$ cat src/core/lsi_pkg.sv
package lsi_pkg;

  // Lane count and register port widths
  localparam int LSI_LANES = 8;
  localparam int LSI_AW    = 8;

  // Register byte offsets
  localparam logic [7:0] LSI_OFS_LANE_DEBUG  = 8'h00;
  localparam logic [7:0] LSI_OFS_LINK_STATUS = 8'h04;
  localparam logic [7:0] LSI_OFS_IRQ_ENABLE  = 8'h08;
  localparam logic [7:0] LSI_OFS_IRQ_TRIG    = 8'h0c;
  localparam logic [7:0] LSI_OFS_CFG0        = 8'h10;
  localparam logic [7:0] LSI_OFS_CFG1        = 8'h14;
  localparam logic [7:0] LSI_OFS_CFG2        = 8'h18;

  // Bit positions shared by status, enable and triggered registers
  localparam int LSI_B_ALIGN_ERR = 15;
  localparam int LSI_B_STARTED   = 14;
  localparam int LSI_B_RESYNC    = 13;
  localparam int LSI_B_CGS       = 13;
  localparam int LSI_B_SYNC      = 12;
  localparam int LSI_B_OVERFLOW  = 10;
  localparam int LSI_B_FEC       = 9;
  localparam int LSI_B_CRC       = 8;
  localparam int LSI_B_MB_ERR    = 7;
  localparam int LSI_B_BS_ERR    = 6;
  localparam int LSI_B_MB_LOCK   = 5;
  localparam int LSI_B_SH_LOCK   = 4;
  localparam int LSI_B_SREF_ERR  = 2;
  localparam int LSI_B_SREF_CAP  = 1;
  localparam int LSI_B_GLOBAL    = 0;

  // Writable field masks and reset values
  localparam logic [31:0] LSI_IRQ_EN_MASK   = 32'h0000_77f7;
  localparam logic [31:0] LSI_IRQ_SRC_MASK  = 32'h0000_77f6;
  localparam logic [31:0] LSI_CFG0_MASK     = 32'h0000_0fff;
  localparam logic [31:0] LSI_CFG1_MASK     = 32'h031f_1fff;
  localparam logic [31:0] LSI_CFG2_MASK     = 32'h1f01_1f00;
  localparam logic [31:0] LSI_REG_RESET     = 32'h0000_0000;

  // Consecutive misaligned framing characters that flag an alignment error
  localparam logic [3:0] LSI_MISALIGN_RUN = 4'h8;

  // Per-lane status from the alignment logic
  typedef struct packed {
    logic [7:0] sod;
    logic [7:0] soa;
    logic [7:0] cgs;
    logic [7:0] comma;
    logic [7:0] mb_lock;
    logic [7:0] sh_lock;
  } lsi_lane_t;

  // One-cycle event pulses from the link
  typedef struct packed {
    logic resync_req;
    logic overflow;
    logic fec_err;
    logic crc_err;
    logic mb_err;
    logic bs_err;
    logic sysref_err;
    logic sysref_cap;
  } lsi_evt_t;

  // Alignment configuration words
  typedef struct packed {
    logic [31:0] w0;
    logic [31:0] w1;
    logic [31:0] w2;
  } lsi_ila_t;

  // Per-lane latch state
  typedef struct packed {
    logic sod;
    logic soa;
  } lsi_lane_state_t;

  // Register bank state
  typedef struct packed {
    logic [31:0] irq_en;
    logic [31:0] irq_trig;
    lsi_ila_t    cfg;
    logic        align_err;
    logic        started;
    logic        overflow;
    logic        sref_err;
    logic        sref_cap;
    logic [3:0]  mis_cnt;
    logic        sync_q;
    logic        mb_any_q;
    logic        sh_any_q;
    logic        irq;
    logic [31:0] rdata;
    logic        ack;
  } lsi_state_t;

endpackage

$ cat src/core/lsi_lane_flags.sv
`timescale 1ns/100ps
module lsi_lane_flags
  import lsi_pkg::*;
(
  // Clock and reset
  input  wire logic       clk_sys_i,
  input  wire logic       resetn_i,
  // Lane conditions
  input  wire logic       sod_i,
  input  wire logic       soa_i,
  input  wire logic       cgs_i,
  input  wire logic       comma_i,
  input  wire logic       streaming_i,
  input  wire logic       clear_i,
  // Debug nibble
  output logic      [3:0] flags_o
);

  lsi_lane_state_t s_reg;
  lsi_lane_state_t s_next;

  // Start flags hold until a read; a read while streaming cannot clear them
  always_comb
  begin
    s_next     = s_reg;
    s_next.sod = ((s_reg.sod & (~clear_i | streaming_i)) | sod_i);
    s_next.soa = ((s_reg.soa & (~clear_i | streaming_i)) | soa_i);
  end

  always_ff @(posedge clk_sys_i)
  begin
    if (!resetn_i)
      s_reg <= '0;
    else
      s_reg <= s_next;
  end

  // Sync and comma bits are live, the start bits are latched
  assign flags_o = {s_reg.sod, s_reg.soa, cgs_i, comma_i};
endmodule

$ cat src/core/lsi_regs.sv
`timescale 1ns/100ps
module lsi_regs
  import lsi_pkg::*;
(
  // Clock and reset
  input  wire logic              clk_sys_i,
  input  wire logic              resetn_i,
  // Register port
  input  wire logic [LSI_AW-1:0] reg_addr_i,
  input  wire logic              reg_wr_i,
  input  wire logic              reg_rd_i,
  input  wire logic [31:0]       reg_wdata_i,
  output logic      [31:0]       reg_rdata_o,
  output logic                   reg_ack_o,
  // Link status
  input  wire lsi_lane_t         lane_i,
  input  wire lsi_evt_t          evt_i,
  input  wire logic              streaming_i,
  input  wire logic              cgs_i,
  input  wire logic              sync_i,
  input  wire logic              frame_char_i,
  input  wire logic              frame_misaligned_i,
  // Alignment configuration
  input  wire logic              rx_mode_i,
  input  wire logic              ila_capture_i,
  input  wire lsi_ila_t          ila_rx_i,
  output lsi_ila_t               ila_cfg_o,
  // Interrupt
  output logic                   irq_o
);

  lsi_state_t s_reg;
  lsi_state_t s_next;

  logic [4*LSI_LANES-1:0] debug_w;
  logic [31:0]            status_w;
  logic [31:0]            event_w;
  logic                   mb_any;
  logic                   sh_any;
  logic                   rd_debug;
  logic                   rd_status;

  // Lock summaries over all lanes
  assign mb_any = |lane_i.mb_lock;
  assign sh_any = |lane_i.sh_lock;

  // Read strobes that carry a side effect
  assign rd_debug  = reg_rd_i && (reg_addr_i == LSI_OFS_LANE_DEBUG);
  assign rd_status = reg_rd_i && (reg_addr_i == LSI_OFS_LINK_STATUS);

  // One latch per lane for the debug nibble
  for (genvar g = 0; g < LSI_LANES; g++)
  begin : g_lane
    lsi_lane_flags u_flags (
      .clk_sys_i   (clk_sys_i),
      .resetn_i    (resetn_i),
      .sod_i       (lane_i.sod[g]),
      .soa_i       (lane_i.soa[g]),
      .cgs_i       (lane_i.cgs[g]),
      .comma_i     (lane_i.comma[g]),
      .streaming_i (streaming_i),
      .clear_i     (rd_debug),
      .flags_o     (debug_w[4*g +: 4])
    );
  end

  // Interrupt source events, one bit per source
  always_comb
  begin
    event_w                 = '0;
    event_w[LSI_B_STARTED]  = streaming_i & ~s_reg.started;
    event_w[LSI_B_RESYNC]   = evt_i.resync_req;
    event_w[LSI_B_SYNC]     = sync_i & ~s_reg.sync_q;
    event_w[LSI_B_OVERFLOW] = evt_i.overflow;
    event_w[LSI_B_FEC]      = evt_i.fec_err;
    event_w[LSI_B_CRC]      = evt_i.crc_err;
    event_w[LSI_B_MB_ERR]   = evt_i.mb_err;
    event_w[LSI_B_BS_ERR]   = evt_i.bs_err;
    event_w[LSI_B_MB_LOCK]  = s_reg.mb_any_q & ~mb_any;
    event_w[LSI_B_SH_LOCK]  = s_reg.sh_any_q & ~sh_any;
    event_w[LSI_B_SREF_ERR] = evt_i.sysref_err;
    event_w[LSI_B_SREF_CAP] = evt_i.sysref_cap;
  end

  // Link status word as software reads it
  always_comb
  begin
    status_w                 = '0;
    status_w[LSI_B_ALIGN_ERR] = s_reg.align_err;
    status_w[LSI_B_STARTED]  = s_reg.started;
    status_w[LSI_B_CGS]      = cgs_i;
    status_w[LSI_B_SYNC]     = sync_i;
    status_w[LSI_B_OVERFLOW] = s_reg.overflow;
    status_w[LSI_B_MB_LOCK]  = mb_any;
    status_w[LSI_B_SH_LOCK]  = sh_any;
    status_w[LSI_B_SREF_ERR] = s_reg.sref_err;
    status_w[LSI_B_SREF_CAP] = s_reg.sref_cap;
    status_w[LSI_B_GLOBAL]   = s_reg.irq;
  end

  // Next-state logic; in every sticky bit a new event beats a clear
  always_comb
  begin
    s_next          = s_reg;
    s_next.ack      = reg_rd_i | reg_wr_i;
    s_next.sync_q   = sync_i;
    s_next.mb_any_q = mb_any;
    s_next.sh_any_q = sh_any;

    // Misaligned run counter saturates at the run length
    if (frame_char_i && frame_misaligned_i)
      s_next.mis_cnt = (s_reg.mis_cnt == LSI_MISALIGN_RUN) ? LSI_MISALIGN_RUN : s_reg.mis_cnt + 4'h1;
    else if (frame_char_i)
      s_next.mis_cnt = 4'h0;
    // Only a new misaligned character sets it again, so a read clears the flag but leaves a saturated run counter at eight
    s_next.align_err = (s_reg.align_err & ~rd_status) |
                       (frame_char_i & frame_misaligned_i & (s_next.mis_cnt == LSI_MISALIGN_RUN));

    // Started holds until sync drops, so a resync can report a new start
    s_next.started  = (s_reg.started & sync_i) | streaming_i;
    s_next.overflow = (s_reg.overflow & ~rd_status) | evt_i.overflow;
    s_next.sref_err = (s_reg.sref_err & ~rd_status) | evt_i.sysref_err;
    s_next.sref_cap = (s_reg.sref_cap & ~rd_status) | evt_i.sysref_cap;

    // Interrupt enables
    if (reg_wr_i && (reg_addr_i == LSI_OFS_IRQ_ENABLE))
      s_next.irq_en = reg_wdata_i & LSI_IRQ_EN_MASK;

    // Triggered flags: write one to clear, enabled event sets
    s_next.irq_trig = s_reg.irq_trig;
    if (reg_wr_i && (reg_addr_i == LSI_OFS_IRQ_TRIG))
      s_next.irq_trig = s_reg.irq_trig & ~reg_wdata_i;
    s_next.irq_trig = s_next.irq_trig | (event_w & s_reg.irq_en & LSI_IRQ_SRC_MASK);

    // Output needs both a live enabled source and the global enable
    s_next.irq = s_next.irq_en[LSI_B_GLOBAL] &
                 (|(s_next.irq_trig & s_next.irq_en & LSI_IRQ_SRC_MASK));

    // Configuration words; a receiver capture overrides a software write
    if (reg_wr_i && (reg_addr_i == LSI_OFS_CFG0))
      s_next.cfg.w0 = reg_wdata_i & LSI_CFG0_MASK;
    if (reg_wr_i && (reg_addr_i == LSI_OFS_CFG1))
      s_next.cfg.w1 = reg_wdata_i & LSI_CFG1_MASK;
    if (reg_wr_i && (reg_addr_i == LSI_OFS_CFG2))
      s_next.cfg.w2 = reg_wdata_i & LSI_CFG2_MASK;
    if (rx_mode_i && ila_capture_i)
    begin
      s_next.cfg.w0 = ila_rx_i.w0 & LSI_CFG0_MASK;
      s_next.cfg.w1 = ila_rx_i.w1 & LSI_CFG1_MASK;
      s_next.cfg.w2 = ila_rx_i.w2 & LSI_CFG2_MASK;
    end

    // Read data, unmapped offsets return zero
    s_next.rdata = '0;
    if (reg_rd_i)
    begin
      case (reg_addr_i)
        LSI_OFS_LANE_DEBUG:  s_next.rdata = debug_w;
        LSI_OFS_LINK_STATUS: s_next.rdata = status_w;
        LSI_OFS_IRQ_ENABLE:  s_next.rdata = s_reg.irq_en;
        LSI_OFS_IRQ_TRIG:    s_next.rdata = s_reg.irq_trig;
        LSI_OFS_CFG0:        s_next.rdata = s_reg.cfg.w0;
        LSI_OFS_CFG1:        s_next.rdata = s_reg.cfg.w1;
        LSI_OFS_CFG2:        s_next.rdata = s_reg.cfg.w2;
        default:             s_next.rdata = '0;
      endcase
    end
  end

  // State register, every field cleared by reset
  always_ff @(posedge clk_sys_i)
  begin
    if (!resetn_i)
    begin
      s_reg          <= '0;
      s_reg.irq_en   <= LSI_REG_RESET;
      s_reg.cfg      <= '0;
    end
    else
      s_reg <= s_next;
  end

  // Outputs straight from flip-flops; in transmit mode the link sends these words
  assign reg_rdata_o = s_reg.rdata;
  assign reg_ack_o   = s_reg.ack;
  assign ila_cfg_o   = s_reg.cfg;
  assign irq_o       = s_reg.irq;
endmodule

$ cat config.mk
export PLATFORM = sky130hd
export DESIGN_NAME = lsi_regs
export DESIGN_NICKNAME = d
export VERILOG_FILES = /design/src/core/lsi_pkg.sv /design/src/core/lsi_lane_flags.sv /design/src/core/lsi_regs.sv
export SDC_FILE = /design/constraint.sdc
export NUM_CORES = 1
export LEC_CHECK = 0
export ABC_AREA = 0
export ABC_CLOCK_PERIOD_IN_PS = 2550
export BUFFER_PORTS_ARGS = -buffer_cell sky130_fd_sc_hd__buf_2
export CAP_MARGIN = 20
export CORE_MARGIN = 1
export CORE_UTILIZATION = 48
export CTS_BUF_LIST = sky130_fd_sc_hd__clkbuf_8 sky130_fd_sc_hd__clkbuf_16
export DETAILED_ROUTE_END_ITERATION = 8
export GPL_TIMING_DRIVEN = 0
export PLACE_DENSITY = 0.78
export SLEW_MARGIN = 20
export SYNTH_ARGS = -nofsm -noshare
export SYNTH_HDL_FRONTEND = slang
export SYNTH_SLANG_ARGS = --single-unit
$ cat constraint.sdc
create_clock -name clk_sys_i -period 2.55 [get_ports clk_sys_i]
set_input_delay 0.255 -clock clk_sys_i [delete_from_list [all_inputs] [get_ports clk_sys_i]]
set_output_delay 0.255 -clock clk_sys_i [all_outputs]
set_load 0.01 [all_outputs]
Word level (Yosys, flattened, before mapping)
Index checks and enable logic that the tools add are counted.
{ "word_totals": {"regBits": 169, "inputBits": 203, "out_inout_bits": 130, "wordCells": 131} }
{ "op_classes": {"add_sub_neg": 1, "n_eq_ne": 8, "mux": 10, "bitwise": 62, "n_reduce_logical": 17} }
{ "op_table": {"columns": ["operator", "n"], "rows": [
  ["32-bit one-hot mux with 7 select lines", 1],
  ["76-bit 2-to-1 mux", 1],
  ["32-bit 2-to-1 mux", 2],
  ["32-bit AND", 1],
  ["32-bit NOT", 1],
  ["32-bit by 15-bit OR with 32-bit output", 1],
  ["15-bit AND", 2],
  ["29-bit 2-to-1 mux", 1],
  ["1-bit AND", 28],
  ["26-bit 2-to-1 mux", 1],
  ["8-bit by 5-bit == test with 1-bit output, second input constant", 3],
  ["1-bit OR", 23],
  ["8-bit by 4-bit == test with 1-bit output, second input constant", 2],
  ["8-bit OR reduction", 2],
  ["12-bit 2-to-1 mux", 1],
  ["4-bit 2-to-1 mux", 3],
  ["12-bit OR reduction", 1],
  ["1-bit logical AND", 9],
  ["4-bit == test, second input constant", 2],
  ["8-bit by 3-bit == test with 1-bit output, second input constant", 1],
  ["8-bit zero test", 1],
  ["1-bit NOT", 6],
  ["2-bit nonzero test", 3],
  ["4-bit by 1-bit adder with 4-bit output, second input constant", 1],
  ["2-bit AND reduction", 1]
]} }

Logic depth before layout (Yosys ltp)
{ "logic_depth": {"depth_word": 8, "depth_mapped": 9, "ltp_nobuf": 8} }

Modules after synthesis
A second synthesis with hierarchy kept.
{ "hier_totals": {"hier_cells": 883, "area_unflattened_um2": 7672.4} }
{ "modules_own_cells": {"columns": ["mod", "n_inst", "cells_per_inst", "area_each_um2", "seq_area_each_um2"], "rows": [
  ["lsi_regs", 1, 795, 6891.6, 2722.6],
  ["lsi_lane_flags", 8, 11, 97.6, 40.0]
]} }

Least setup slack after synthesis
Ideal clock, no wire load.
{ "synth_path": {"path_kind": "input -> register", "startpoint": "input reg_addr_i[5]", "endpoint": "register s_reg (netlist bit irq_o)", "setup_ns": 0.128, "t_arrival_ns": 1.875, "t_required_ns": 2.422, "slack_ns": 0.546, "cell_stages": 6, "n_path_buf": 0, "cell_sequence": "or4_4 > nor4_2 > mux2i_1 > nor3_2 > a2111oi_2 > a31oi_1"} }
{ "synth_between": {"elab_chain_cells": 7, "word_cells_on_any_way": 10, "classes_between": "eq/ne: 2; mux: 2; bitwise: 3; reduce/logical: 3"} }
{ "synth_lines": {"columns": ["item", "line", "text"], "rows": [
  ["start: declaration", "lsi_regs.sv:9", "input wire logic [LSI_AW-1:0] reg_addr_i,"],
  ["8-bit by 4-bit == test with 1-bit output", "lsi_regs.sv:131", "if (reg_wr_i && (reg_addr_i == LSI_OFS_IRQ_TRIG))"],
  ["1-bit logical AND", "lsi_regs.sv:131", null],
  ["32-bit 2-to-1 mux", "lsi_regs.sv:131", null],
  ["32-bit by 15-bit OR with 32-bit output", "lsi_regs.sv:133", "s_next.irq_trig = s_next.irq_trig | (event_w & s_reg.irq_en & LSI_IRQ_SRC_MASK);"],
  ["15-bit AND", "lsi_regs.sv:137", "(|(s_next.irq_trig & s_next.irq_en & LSI_IRQ_SRC_MASK));"],
  ["12-bit OR reduction", "lsi_regs.sv:137", null],
  ["1-bit AND (*)", "lsi_regs.sv:136", "s_next.irq = s_next.irq_en[LSI_B_GLOBAL] &"],
  ["end signal: assignment", "lsi_regs.sv:180", "s_reg <= s_next;"],
  ["end: declaration", "lsi_regs.sv:32", "lsi_state_t s_reg;"]
]} }
Mark *: on every way between the ends. The rest lies on a longest branch, timed or not.
A chain may end at the register's enable or synchronous reset.

Worst setup path after layout
{ "layout_path": {"startpoint": "input reg_addr_i[2]", "endpoint": "register s_reg (netlist bit reg_rdata_o[13])"} }
{ "layout_between": {"elab_chain_cells": 2, "word_cells_on_any_way": 8, "classes_between": "eq/ne: 6; mux: 1; reduce/logical: 1"} }
{ "layout_lines": {"columns": ["item", "line", "text"], "rows": [
  ["8-bit by 5-bit == test with 1-bit output, or another cell as far along", "lsi_regs.sv:157", "case (reg_addr_i)"],
  ["32-bit one-hot mux with 7 select lines (*)", "lsi_regs.sv:157", null]
]} }
Marks and branches as above.

==> results.cfg <==
[setup_path]
cp-end-kind = flop
cp_data_arrival_time_ns = 2.50
ff2ff_path_depth = 8
crit_path_top_delay_cell = buf_1
timing.rr.end = s_reg[45]
path_class = input pin to flop
worstPathCellList = buf_2, buf_1, clkbuf_1, a31oi_1, nand2_1, buf_1, a21oi_1
cp_max_fo = 10
cpMostUsedCell = buf_1
cpPeakStageDelay_ns = 0.75
reg2reg_slack_ns = 1.00
required_ns = 2.83
crit-reg2reg-launch = s_reg[37]
start_kind = input pin

[drt]
drc_errors = 0
vias_per_cell = 5.54
vias = 7889
postRouteAntennaNets = 0
detail_route.iter0.violations = 1036
routed_wl_um = 27000
detail_route.wl_per_cell_um = 18.9
drtPass1Iterations = 6

[cells_and_area]
syn_to_final_growth_pct = 29.6
largest_reg_flops = 56
nNetsFinal = 1403
layout-drive-gt1-share = 0.341
final_cell_area_um2 = 9890

[grt]
grt-ovfl-total = 0
grt_antenna_before_repair = 3
grt_max_degree = 17
grt_pass1_vias = 7126
grt_pass1_wl_um = 39300
grt_use_total = 0.324

[sta]
clock_skew_ns = 0.00877
max_freq_ghz = 0.450
setup_tns_ns = 0
grt_setup_unrepaired = no
setup_violations = 0
fin_ws_ns = 0.326
holdWs_ns = 0.00588
slew_viol_final = 0
hold_viol = 0
fin_crit_sh = 0.872
maxSlewHeadroom = 0.362
worst_pin_slew_ns = 0.957
period_minus_slack_ns = 2.22

[synthesis]
ys_types = 51
synthCells = 897
synth_area_leaders = dfxtp_1 40%, buf_4 13%, nand2_1 6.3%
synthTopCellsByCount = 152 x dfxtp_1, 128 x buf_4, 128 x nand2_1
synth.top_cell.area_share = 0.399
ys_seq_elements = 152
yosys_warnings = 0
avgSynthCellArea_um2 = 8.51
synth_enable_flop_cells = 0
synthArstFlopShare = 0
synth_top_area_cell = dfxtp_1
yosysMostFrequentCell = dfxtp_1
synth.cell_area_um2 = 7630
ys_seq_area_frac = 0.399
synth_ff_type = dfxtp_1

[clock_tree]
clk_pin_slew_ns = 0.06
ctsHtreeMaxLevel = 4
insertion_delay_ns = 0.44
cts_tree = built
clockBufferDepth = 2
post-cts-setup-buffers = 0
root_buffer = clkbuf_16
cts_resized = 0
cts_made_buffers = 17
cts_sinks = 152

[placed_design]
numPortBuffers = 220
post-dp-hpwl_um = 19300
pre_cts_slack_ns = -0.0214
routabilityCongestion = 0.905
place_area_um2 = 9190

[power_and_ir_drop]
clock_power_share = 0.444
switching_share = 0.260
powerDensity_nw_per_um2 = 580
pwr-share-seq = 0.438
vdd_drop_max_v = 0.000616
total_power_mw = 5.74
switching_power_mw = 1.49
comb_power_share = 0.118
leakage_nw = 4.90
p_int_mw = 4.25

[floorplanning]
fp.dieH_um = 128
dieArea_um2 = 16400
pin_count = 333
die_x_um = 128
rows = 45
initial_core_util = 0.497
core_area_um2 = 15400

[status]
status = finished clean

[hold_path]
hold_class = input pin to flop
worstHoldStart = reg_wdata_i[18]
min_path_cells = 2
min_to = s_reg[160]

[flow_run]
cap_viol_max_count = 0
==> per-stage QoR <==
step           std cells  utilization
6_report            1425        0.643
5_1_grt             1425        0.643
4_1_cts             1422        0.643
3_5_place_dp        1380        0.598
3_3_place_gp        1380        0.598
2_1_floorplan        949            -
==> layout make-up <==
cell class	instances	area [um^2]
Clock inverter	14	150
Buffer	193	1220
Tap cell	211	264
Fill cell	1356	5480
Antenna cell	3	7.51
Timing Repair Buffer	230	1200
Inverter	4	15.0
Sequential cell	152	3040
Clock buffer	18	439
Multi-Input combinational cell	600	3550
==> power by group through the flow <==
stage          registers, mW  clock network, mW  logic, mW
6_report                2.51               2.55      0.679
5_1_grt                 2.52               2.67      0.729
4_1_cts                 2.51               2.54      0.664
3_5_place_dp            2.56                  0      0.648
3_3_place_gp            2.56                  0      0.639
2_1_floorplan           2.54                  0      0.383
==> layer usage <==
| layer | share of wire | GRT usage |
|---|---|---|
| met5 | 0 | 0 |
| met4 | 0.039 | 0.153 |
| met3 | 0.12 | 0.0772 |
| met2 | 0.46 | 0.511 |
| met1 | 0.39 | 0.418 |
==> critical path: cells and delay by family <==
| kind | cells | cell delay (ns) |
|---|---|---|
| AO/OA/AOI/OAI | 2 | 0.26 |
| buffers and inverters | 4 | 1.73 |
| AND/OR/NAND/NOR | 1 | 0.24 |
==> what timing repair did <==
item	4_1_cts	5_1_grt
setup endpoints to repair	0	0
hold endpoints to repair	10	0
hold buffers	10	0
==> worst max-delay path by stage <==
| stage | startpoint | endpoint | slack, ns | cells past startpoint |
|---|---|---|---|---|
| floorplan | reg_addr_i[5] | irq_o | 0.55 | 6 |
| global placement | reg_addr_i[2] | reg_rdata_o[8] | -0.06 | 7 |
| detailed placement | reg_addr_i[2] | reg_rdata_o[13] | -0.02 | 7 |
| CTS | reg_addr_i[2] | reg_rdata_o[13] | 0.43 | 7 |
| global route | reg_addr_i[5] | reg_rdata_o[0] | 0.21 | 7 |
| finish | reg_addr_i[2] | reg_rdata_o[13] | 0.33 | 7 |
==> logic make-up after synthesis <==
group	after synthesis	share of synthesized area
buffers and inverters	197	0.162
AOI/OAI and AO/OA	214	0.201
xor gates and xnor gates	1	0.00115
adders and majority gates	2	0.00328
other	1	0.000491
and+or+nand+nor	311	0.207
DFF	152	0.399
muxes	19	0.0267
==> cell usage in the layout, fill, tap and decap left out, types with 3 or more instances in the layout <==
cell type | netlist | routed
a21oi_1 | 73 | 73
a222oi_1 | 20 | 20
a22o_1 | 4 | 4
a22oi_1 | 33 | 33
a31oi_1 | 7 | 7
and2_1 | 10 | 10
and3_1 | 8 | 8
buf_1 | 9 | 9
buf_2 | 15 | 235
buf_4 | 128 | 128
clkbuf_1 | 41 | 41
clkbuf_16 | 0 | 17
clkinvlp_4 | 0 | 4
conb_1 | 1 | 53
dfxtp_1 | 152 | 152
diode_2 | 0 | 3
dlygate4sd3_1 | 0 | 10
inv_1 | 4 | 5
mux2_2 | 7 | 7
mux2i_1 | 11 | 11
nand2_1 | 128 | 128
nand2b_1 | 3 | 3
nand3_1 | 72 | 72
nand4_1 | 5 | 5
nor2_1 | 15 | 15
nor2b_1 | 46 | 46
nor3_1 | 4 | 4
o211a_1 | 43 | 43
o21ai_0 | 22 | 22
o22ai_1 | 3 | 3
Note: power is estimated with default switching activity, not from simulation.
